## src/epe_pkg.sv

```systemverilog
/*
  Constants, register map and carrier types of the emulated encoder
  pulse output. Assumes a single 40 MHz clock and an APB register port.
*/
// What this block does
// line count 1 to 16384, default 2500
// four quadrature counts per line per revolution
// b select 0: A lags CCW, leads CW
// b select 1: A leads CCW, lags CW
// index polarity normal at 0, inverted at 1
// index width one or four A widths
// host uses leading index edge as reference
// overflow alarms unless masked, mask defaults set
// one channel per count, one index per revolution
package epe_pkg;

  // ==========================================================
  // sizes
  localparam int          LINES_W      = 15;
  localparam int          QPOS_W       = 17;
  localparam int          ADDR_W       = 8;
  localparam int          DATA_W       = 32;

  // ==========================================================
  // shaft resolution and line count limits
  // shaft steps per turn: plain default, one bit wider than the count
  localparam logic [17:0] MOTOR_CPR    = 18'h20000;
  localparam logic [14:0] LINES_MIN    = 15'h0001;
  localparam logic [14:0] LINES_MAX    = 15'h4000;
  localparam logic [14:0] LINES_RST    = 15'h09C4;
  localparam logic [16:0] Z_NARROW     = 17'h00002;
  localparam logic [16:0] Z_WIDE       = 17'h00008;

  // ==========================================================
  // register offsets
  localparam logic [7:0]  OFS_LINES    = 8'h00;
  localparam logic [7:0]  OFS_CFG      = 8'h04;
  localparam logic [7:0]  OFS_STATUS   = 8'h08;
  localparam logic [7:0]  OFS_IRQ_MASK = 8'h0C;
  localparam logic [7:0]  OFS_POSITION = 8'h10;

  // ==========================================================
  // field positions
  localparam int          CFG_BPH      = 0;
  localparam int          CFG_ZPH      = 1;
  localparam int          CFG_ZW       = 2;
  localparam int          CFG_OVM      = 3;
  localparam int          ST_OVF       = 0;
  localparam int          ST_IDX       = 1;
  localparam int          POS_ALARM    = 31;
  localparam logic [3:0]  CFG_RST      = 4'h8;
  localparam logic [1:0]  ST_RST       = 2'h0;
  localparam logic [1:0]  MASK_RST     = 2'h0;

  // ==========================================================
  // carrier types
  typedef struct packed {
    logic multiturn_overflow_mask;
    logic index_width_select;
    logic index_phase_select;
    logic b_phase_select;
  } epe_cfg_t;

  typedef struct packed {
    logic a;
    logic b;
    logic z;
  } epe_pins_t;

  // quadrature counts in one revolution
  function automatic logic [16:0] epe_counts_per_rev(
    input logic [14:0] lines
  );
    return {lines, 2'b00};
  endfunction

endpackage

```

## src/epe_emulator.sv

```systemverilog
/*
  Emulated incremental encoder output with APB registers.
  Assumes shaft steps and overflow events come from logic on clk_in,
  and MOTOR_CPR shaft steps make one revolution.
*/
module epe_emulator (
  input  wire logic                clk_in,
  input  wire logic                rst_n_in,
  input  wire logic                psel_in,
  input  wire logic                penable_in,
  input  wire logic                pwrite_in,
  input  wire logic [7:0]          paddr_in,
  input  wire logic [31:0]         pwdata_in,
  output logic [31:0]              prdata_out,
  output logic                     pready_out,
  output logic                     pslverr_out,
  input  wire logic                shaft_step_in,
  input  wire logic                shaft_dir_in,
  input  wire logic                overflow_in,
  output logic                     enc_a_out,
  output logic                     enc_b_out,
  output logic                     enc_z_out,
  output logic                     alarm_out,
  output logic                     irq_out
);
  import epe_pkg::*;

  // ==========================================================
  // declarations
  logic [14:0] lines_reg;
  logic [14:0] lines_next;
  epe_cfg_t    cfg_reg;
  epe_cfg_t    cfg_next;
  logic [1:0]  status_reg;
  logic [1:0]  status_next;
  logic [1:0]  mask_reg;
  logic [1:0]  mask_next;
  logic [31:0] rdata_reg;
  logic [31:0] rdata_next;
  logic        err_reg;
  logic        err_next;
  logic [16:0] acc_reg;
  logic [16:0] acc_next;
  logic [16:0] qpos_reg;
  logic [16:0] qpos_next;
  logic        setup;
  logic        wr;
  logic        mapped;
  logic        wr_lines;
  logic        wr_cfg;
  logic        wr_status;
  logic        wr_mask;
  logic [1:0]  status_set;
  logic [1:0]  status_clr;
  logic [16:0] cpr_q;
  logic [17:0] acc_sum;
  logic        emit;
  logic        step_ok;
  logic        alarm;
  epe_pins_t   pins;

  // ==========================================================
  // bus decode
  always_comb begin
    setup  = psel_in && !penable_in;
    wr     = psel_in && penable_in && pwrite_in;
    mapped = (paddr_in == OFS_LINES) || (paddr_in == OFS_CFG)
             || (paddr_in == OFS_STATUS) || (paddr_in == OFS_IRQ_MASK)
             || (paddr_in == OFS_POSITION);
    wr_lines  = wr && (paddr_in == OFS_LINES);
    wr_cfg    = wr && (paddr_in == OFS_CFG);
    wr_status = wr && (paddr_in == OFS_STATUS);
    wr_mask   = wr && (paddr_in == OFS_IRQ_MASK);
  end

  // ==========================================================
  // configuration registers
  always_comb begin
    lines_next = lines_reg;
    cfg_next   = cfg_reg;
    mask_next  = mask_reg;
    if (wr_lines) begin
      // out of range writes are clamped to the nearest limit
      if (pwdata_in == 32'h0000_0000) begin
        lines_next = LINES_MIN;
      end else if (pwdata_in > {17'h0, LINES_MAX}) begin
        lines_next = LINES_MAX;
      end else begin
        lines_next = pwdata_in[14:0];
      end
    end
    if (wr_cfg) begin
      cfg_next = pwdata_in[3:0];
    end
    if (wr_mask) begin
      mask_next = pwdata_in[1:0];
    end
  end

  always_ff @(posedge clk_in or negedge rst_n_in) begin
    if (!rst_n_in) begin
      lines_reg <= LINES_RST;
      cfg_reg   <= CFG_RST;
      mask_reg  <= MASK_RST;
    end else begin
      lines_reg <= lines_next;
      cfg_reg   <= cfg_next;
      mask_reg  <= mask_next;
    end
  end

  // ==========================================================
  // status and interrupt
  always_comb begin
    status_set         = 2'h0;
    status_set[ST_OVF] = overflow_in;
    status_set[ST_IDX] = emit && (qpos_next == 17'h0);
    status_clr = wr_status ? pwdata_in[1:0] : 2'h0;
    // a new event in the clearing cycle survives
    status_next = (status_reg & ~status_clr) | status_set;
  end

  always_ff @(posedge clk_in or negedge rst_n_in) begin
    if (!rst_n_in) begin
      status_reg <= ST_RST;
    end else begin
      status_reg <= status_next;
    end
  end

  always_comb begin
    alarm = status_reg[ST_OVF] && !cfg_reg.multiturn_overflow_mask;
  end

  // ==========================================================
  // read data, captured in the setup cycle
  always_comb begin
    rdata_next = rdata_reg;
    err_next   = err_reg;
    if (setup) begin
      err_next   = !mapped;
      rdata_next = 32'h0000_0000;
      unique case (paddr_in)
        OFS_LINES:    rdata_next[14:0] = lines_reg;
        OFS_CFG:      rdata_next[3:0]  = cfg_reg;
        OFS_STATUS:   rdata_next[1:0]  = status_reg;
        OFS_IRQ_MASK: rdata_next[1:0]  = mask_reg;
        OFS_POSITION: begin
          rdata_next[16:0]      = qpos_reg;
          rdata_next[POS_ALARM] = alarm;
        end
        default:      rdata_next = 32'h0000_0000;
      endcase
    end
  end

  always_ff @(posedge clk_in or negedge rst_n_in) begin
    if (!rst_n_in) begin
      rdata_reg <= 32'h0000_0000;
      err_reg   <= 1'b0;
    end else begin
      rdata_reg <= rdata_next;
      err_reg   <= err_next;
    end
  end

  // ==========================================================
  // shaft steps to quadrature counts
  always_comb begin
    cpr_q    = epe_counts_per_rev(lines_reg);
    // an active alarm stops the pulse train
    step_ok  = shaft_step_in && !alarm;
    acc_sum  = {1'b0, acc_reg} + {1'b0, cpr_q};
    acc_next = acc_reg;
    qpos_next = qpos_reg;
    emit     = 1'b0;
    if (wr_lines) begin
      // new resolution restarts the revolution at the index
      acc_next  = 17'h0;
      qpos_next = 17'h0;
    end else if (step_ok && shaft_dir_in) begin
      // cpr_q counts per MOTOR_CPR steps, so exactly 4 x lines a turn
      if (acc_sum >= MOTOR_CPR) begin
        acc_next = 17'(acc_sum - MOTOR_CPR);
        emit     = 1'b1;
        qpos_next = (qpos_reg == 17'(cpr_q - 17'h1))
                    ? 17'h0 : 17'(qpos_reg + 17'h1);
      end else begin
        acc_next = acc_sum[16:0];
      end
    end else if (step_ok) begin
      if (acc_reg < cpr_q) begin
        acc_next = 17'(acc_reg + MOTOR_CPR - cpr_q);
        emit     = 1'b1;
        qpos_next = (qpos_reg == 17'h0)
                    ? 17'(cpr_q - 17'h1) : 17'(qpos_reg - 17'h1);
      end else begin
        acc_next = 17'(acc_reg - cpr_q);
      end
    end
  end

  always_ff @(posedge clk_in or negedge rst_n_in) begin
    if (!rst_n_in) begin
      acc_reg  <= 17'h0;
      qpos_reg <= 17'h0;
    end else begin
      acc_reg  <= acc_next;
      qpos_reg <= qpos_next;
    end
  end

  // ==========================================================
  // pin stage
  epe_quad_out u_quad (
    .clk_in   (clk_in),
    .rst_n_in (rst_n_in),
    .qpos_in  (qpos_reg),
    .lines_in (lines_reg),
    .cfg_in   (cfg_reg),
    .pins_out (pins)
  );

  // ==========================================================
  // outputs
  always_comb begin
    enc_a_out   = pins.a;
    enc_b_out   = pins.b;
    // host should time from the leading index edge
    enc_z_out   = pins.z;
    alarm_out   = alarm;
    irq_out     = |(status_reg & mask_reg);
    pready_out  = 1'b1;
    prdata_out  = rdata_reg;
    pslverr_out = psel_in && penable_in && err_reg;
  end

endmodule // epe_emulator

```

## src/epe_quad_out.sv

```systemverilog
/*
  Output stage: turns the quadrature position into A, B and Z levels.
  Assumes the position is kept below one revolution by the caller.
*/
module epe_quad_out (
  input  wire logic                clk_in,
  input  wire logic                rst_n_in,
  input  wire logic [16:0]         qpos_in,
  input  wire logic [14:0]         lines_in,
  input  wire epe_pkg::epe_cfg_t   cfg_in,
  output epe_pkg::epe_pins_t       pins_out
);
  import epe_pkg::*;

  epe_pins_t   pins_reg;
  epe_pins_t   pins_next;
  logic [16:0] zwidth;
  logic [1:0]  phase;

  // ==========================================================
  // next levels
  always_comb begin
    phase  = qpos_in[1:0];
    // rising count is CW: A goes high one count before B when b_phase_select is 0
    pins_next.a = (phase == 2'h1) || (phase == 2'h2);
    pins_next.b = ((phase == 2'h2) || (phase == 2'h3))
                  ^ cfg_in.b_phase_select;
    zwidth = cfg_in.index_width_select ? Z_WIDE : Z_NARROW;
    // lines of 1 with wide index: pulse covers the whole turn
    pins_next.z = ((qpos_in < zwidth)
                   || (zwidth >= epe_counts_per_rev(lines_in)))
                  ^ cfg_in.index_phase_select;
  end

  always_ff @(posedge clk_in or negedge rst_n_in) begin
    if (!rst_n_in) begin
      pins_reg <= '0;
    end else begin
      pins_reg <= pins_next;
    end
  end

  assign pins_out = pins_reg;

endmodule // epe_quad_out

```

## config.mk

```make
export PLATFORM = sky130hd
export DESIGN_NAME = epe_emulator
export DESIGN_NICKNAME = d
export VERILOG_FILES = /design/src/epe_pkg.sv /design/src/epe_emulator.sv /design/src/epe_quad_out.sv
export SDC_FILE = /design/constraint.sdc
export NUM_CORES = 1
export LEC_CHECK = 0
export BUFFER_PORTS_ARGS = -buffer_cell sky130_fd_sc_hd__buf_2
export CAP_MARGIN = 20
export CORE_MARGIN = 3
export CORE_UTILIZATION = 60
export DETAILED_ROUTE_END_ITERATION = 10
export PLACE_DENSITY = 0.82
export SLEW_MARGIN = 20
export SYNTH_ARGS = -nofsm -noshare
export SYNTH_HDL_FRONTEND = slang
export SYNTH_HIERARCHICAL = 1
export SYNTH_SLANG_ARGS = --single-unit
```

## constraint.sdc

```tcl
create_clock -name clk_in -period 6.5 [get_ports clk_in]
set_clock_uncertainty 0.1 [all_clocks]
set_input_delay 0 -clock clk_in [delete_from_list [all_inputs] [get_ports clk_in]]
set_output_delay 0 -clock clk_in [all_outputs]
set_load 0.005 [all_outputs]
```

# Word level (Yosys, flattened, before mapping)
# Cells that the tools add are included.
dict set report totals {
  reg_bits 79
  latchBits 0
  ramBits 0
  rom_bits 0
  word_cells 96
  mem_count 0
}
dict set report classes {
  add_sub_neg 8
  mul 0
  div_mod_pow 0
  n_lt_le_gt_ge 5
  n_eq_ne 8
  n_shift 0
  mux 26
  n_bitwise 6
  n_reduce_logical 29
}
# operator n
set op_table {}
lappend op_table {{17-bit two-way mux} 12}
lappend op_table {{17-bit by 1-bit subtractor with 17-bit output, second input constant} 3}
lappend op_table {{17-bit by 1-bit adder with 17-bit output, second input constant} 2}
lappend op_table {{17-bit logical NOT} 2}
lappend op_table {{17-bit less-than comparator} 2}
lappend op_table {{17-bit subtractor} 2}
lappend op_table {{32-bit by 15-bit greater-than comparator with 1-bit output, second input constant} 1}
lappend op_table {{32-bit logical NOT} 1}
lappend op_table {{15-bit two-way mux} 2}
lappend op_table {{11-bit case mux with 2 select lines} 1}
lappend op_table {{17-bit by 17-bit adder with 18-bit output} 1}
lappend op_table {{18-bit >= comparator, second input constant} 1}
lappend op_table {{17-bit equality test} 1}
lappend op_table {{17-bit >= comparator} 1}
lappend op_table {{8-bit by 4-bit equality test with 1-bit output, second input constant} 2}
lappend op_table {{1-bit logical AND} 12}
lappend op_table {{2-bit case mux with 5 select lines} 1}
lappend op_table {{8-bit by 3-bit equality test with 1-bit output, second input constant} 1}
lappend op_table {{8-bit by 5-bit equality test with 1-bit output, second input constant} 1}
lappend op_table {{8-bit logical NOT} 1}
lappend op_table {{1-bit logical OR} 7}
lappend op_table {{1-bit two-way mux} 6}
lappend op_table {{2-bit case mux with 3 select lines} 1}
lappend op_table {{2-bit AND} 2}
lappend op_table {{10 further kinds} 16}

# Depth between registers and ports, before layout
dict set report logic_depth {
  ltp_word 10
  ltp_mapped 14
  mapped_depth_nobuf 13
}

# By module
# Netlist, hierarchy kept.
# module instances cells_per_inst area_each_um2 seq_area_each_um2
set by_module_without_submodules {}
lappend by_module_without_submodules {epe_emulator 1 862 6781.5 1859.3}
lappend by_module_without_submodules {epe_quad_out 1 28 250.2 75.1}

# Least setup slack after synthesis
# No wires, ideal clock.
dict set report synth_timing {
  path_kind {register -> register}
  start {register lines_reg[3]}
  end {register status_reg[1]}
  setup_time_ns 0.103
  arrival_ns 3.481
  required_time_ns 6.297
  path_slack_ns 2.815
  path_stages_with_launch 12
  n_path_buf 1
  period_less_slack_ns 3.685
  path_cell_list {dfrtp_1 or4_1 buf_6 nor2_4 mux2_4 a2111o_1 a2111o_1 nor4b_2 o21ai_1 a211o_1 or3_1 o41ai_2}
}
dict set report synth_via {
  elab_chain_len 9
  elab_cells_between_ends 20
}
# element line_no
set synth_rtl {}
lappend synth_rtl {{start, declared} epe_emulator.sv:30} ;# logic [14:0] lines_reg;
lappend synth_rtl {{start signal, assigned} epe_emulator.sv:106} ;# lines_reg <= lines_next;
lappend synth_rtl {{parallel branches: the longest is 7 deep, another holds 17-bit by 17-bit adder with 18-bit output} n/a}
lappend synth_rtl {{1-bit logical AND (*)} epe_emulator.sv:117} ;# status_set[ST_IDX] = emit && (qpos_next == 17'h0);
lappend synth_rtl {{2-bit OR (*)} epe_emulator.sv:120} ;# status_next = (status_reg & ~status_clr) | status_set;
lappend synth_rtl {{named net status_next[1]} epe_emulator.sv:35} ;# logic [1:0] status_next;
lappend synth_rtl {{end signal, assigned} epe_emulator.sv:127} ;# status_reg <= status_next;
lappend synth_rtl {{end, declared} epe_emulator.sv:34} ;# logic [1:0] status_reg;
# Mark *: on every way through the listed nets, which the timed path passes.
# A chain may end at the register's enable or synchronous reset.

# Worst setup path in the final report
dict set report layout_timing {
  start {register lines_reg[4]}
  end {register status_reg[1]}
}
# Same word-level chain as after synthesis.

==> out/qor.yml <==
avgRoutedWirePerCell_um: 20.74
status: "complete, no violations"
drt_iter0_markers: 805
yosys.area_share.simple_pct: 22.86
start_util_pct: 63.20
synth_xor_area_share_pct: 6.370
p_int_mw: 1.096
slew_headroom_pct: 22.03
ir_worst_vdd_mv: 0.1898
diodes: 0
drtAntennaViolNets: 0
clkSinkCount: 77
ys_async_sr_fraction_pct: 100.0
holdWs_ns: 0.01254
syn_to_final_growth_pct: 11.64
grt_pass1_vias: 6705
die_x_um: 114.3
cts_tree: "built"
numCtsBuffers: 9
holdBufCountCts: 22
yosys.area.top_type: "dfrtp_1"
ys_seq_elements: 77
nNetsFinal: 1030
report.final.hold_viol_count: 0
seq_area_um2: 1934
multi_input_area_um2: 4602
hold_path.class: "in -> reg"
fillers: 942
setup_ws_ns: 1.918
syn_inst: 890
grt_util_all_layers_pct: 35.11
avgSynthCellArea_um2: 7.901
largest_register_ffs: 18
routed_via_density: 6.608
crit_arrival_ns: 4.73
grt_pass1_wl_um: 36080
place_worst_setup_slack_ns: 2.059
crit_fanout: 13
ioPinCount: 87
synth.distinct_cells: 83
combinationalPowerShare_pct: 33.0
synthAdderAreaFrac_pct: 7.331
syn_area_um2: 7032
start_kind: "register"
clockBufferDepth: 2
power_frac_clock_pct: 31.2
wirelength_um: 22540
yosysTopAreaCellShare_pct: 25.27
yosys_warnings: 6
dp.cells: 1049
die_area_um2: 13050
synth_area_leaders: "dfrtp_1 (25%), ha_1 (6.8%), a21oi_1 (5.3%)"
antenna_found_initial: 0
post_cts_buffers: 0
core_um2: 11130
power.total_mw: 1.740
placementRows: 38
pwr_density_cell_nw_per_um2: 221.7
tightest_slew_ns: 1.163
cts_resized: 0
ys_seq_area_share_pct: 27.51
max_cap_violations: 0
rsz0062_at_grt: "no"
fin_crit_ns: 4.582
clock_latency_ns: 0.35
end_kind: "register"
synth-main-ff-cell: "dfrtp_1"
fmax_mhz: 218.2
cts_root_buffer: "clkbuf_16"
final_max_slew_viol_count: 0
seq_power_share_pct: 35.9
synth_top_family_by_area: "compound AO/OA/AOI/OAI gates"
cts_max_level: 3
stdcell_count: 1087
muxShareOfSynthArea_pct: 3.025
min_period_over_period_pct: 70.49
grt_max_degree: 78
drc: 0
worstSetupPathType: "reg -> reg"
setup_viol: 0
swShare_pct: 37.02
worst_ep_required_time_ns: 6.65
gp_congestion: 1.034
setup-tns-final_ns: 0
die_h_um: 114.3
synth_compound_area_share_pct: 24.86
dr.pass1.iters: 6
path_clk_slew_ns: 0.06
leakage_nw: 3.404
switchingPower_mw: 0.6443
vias: 7183
io_buffers: 71
synth_edf_count: 0
dp_hpwl_um: 16320
drive_above_1_share_pct: 13.62
grt-ovfl-total: 0
-- final timing paths --
kind                                     from            end  slack, ns  cells after the start
min in group asynchronous            rst_n_in  prdata_out[0]       0.25                      2
worst min register to register  prdata_out[9]  prdata_out[9]       0.37                      2
worst max register to register   lines_reg[4]  status_reg[1]       1.92                     12
worst min-delay path            pwdata_in[16]   lines_reg[0]       0.01                      5
max in group asynchronous            rst_n_in     acc_reg[9]       5.40                      2
worst max-delay path             lines_reg[4]  status_reg[1]       1.92                     12
-- layer usage --
| metal | part of all wire (%) | GRT usage [%] | vias up | wire length (um) |
|---|---|---|---|---|
| met5 | 0 | 0 | - | 0 |
| met4 | 4.8 | 17.18 | 0 | 1090 |
| met3 | 10 | 5.127 | 96 | 2305 |
| met2 | 45 | 54.53 | 446 | 10170 |
| met1 | 40 | 47.98 | 3332 | 8975 |
| li1 | - | - | 3309 | - |
-- synthesized netlist by cell type (4+ instances only) --
master	instances
a22oi_1	14
nor4_1	20
o2111ai_1	4
mux2i_1	13
nand3_1	13
a31oi_1	6
nand2b_1	9
dfrtp_1	71
o21ai_0	57
a211oi_1	30
inv_1	51
ha_1	38
nand4_1	17
a2111oi_0	4
or3_1	8
xnor2_1	33
o21ai_1	9
buf_4	17
nor2b_1	6
nor2_1	70
xor2_1	13
o31ai_1	13
or2_2	5
o21bai_1	7
nor3_1	27
dfstp_2	6
o211ai_1	4
a21o_1	8
or4_1	9
mux2_2	6
buf_2	5
a21oi_1	74
and3_1	12
clkbuf_1	43
and2_1	10
nand2_1	81
-- layout by cell type (no fill, tap or decap), types with 4 or more instances in the layout --
cell type	instances
nand2_1	81
a21oi_1	74
dfrtp_1	71
nor2_1	70
buf_2	70
o21ai_0	57
inv_1	51
ha_1	38
xnor2_1	33
a211oi_1	30
nor3_1	26
dlygate4sd3_1	22
nor4_1	19
nand4_1	17
conb_1	15
a22oi_1	14
xor2_1	13
nand3_1	13
o31ai_1	13
mux2i_1	13
and3_1	12
and2_1	10
or4_1	9
o21ai_1	9
clkbuf_16	9
nand2b_1	8
or3_1	8
a21o_1	8
o21bai_1	7
buf_4	7
nor2b_1	6
a31oi_1	6
mux2_2	6
dfstp_2	6
or2_2	5
nor3_2	4
o2111ai_1	4
o211ai_1	4
a2111oi_0	4
-- power by group through the flow --
stage | sequential [mW] | combinational [mW] | clock [mW]
6_report | 0.624 | 0.574 | 0.543
3_3_place_gp | 0.625 | 0.545 | 0
2_1_floorplan | 0.574 | 0.445 | 0
5_1_grt | 0.631 | 0.637 | 0.570
4_1_cts | 0.617 | 0.561 | 0.549
3_5_place_dp | 0.626 | 0.545 | 0
-- per-stage QoR --
step,instance area [um^2],util (%)
floorplan,7081,-
global placement,7311,65.71
detailed placement,7311,65.71
CTS,7848,70.54
global route,7850,70.56
finish,7850,70.56
-- layout make-up --
type / instances / area share, %
multi-input cells: 702 / 58.62
flip-flops and latches: 77 / 24.64
repair buffers: 99 / 7.938
clock buffers: 10 / 2.917
inverters: 53 / 2.534
well taps: 140 / 2.231
clock inverters: 6 / 1.116
-- worst max-delay path: stages (launching register included) --
cell	delay (ns)
dfrtp_1	0.62
inv_1	0.16
ha_1	0.44
nor2_1	0.17
o211ai_1	0.14
a31oi_1	0.40
nand3_1	0.42
a211oi_1	0.89
a21oi_1	0.16
a311oi_1	0.33
and3_1	0.23
o21ai_0	0.09
o41ai_2	0.35
-- logic make-up after synthesis --
kind of cell,after synthesis
simple gates,309
compound gates,270
buf+inv,124
flops,77
xor+xnor,48
fa+ha+maj,40
mux,20
other cells,2
(Power assumes the default switching activity.)
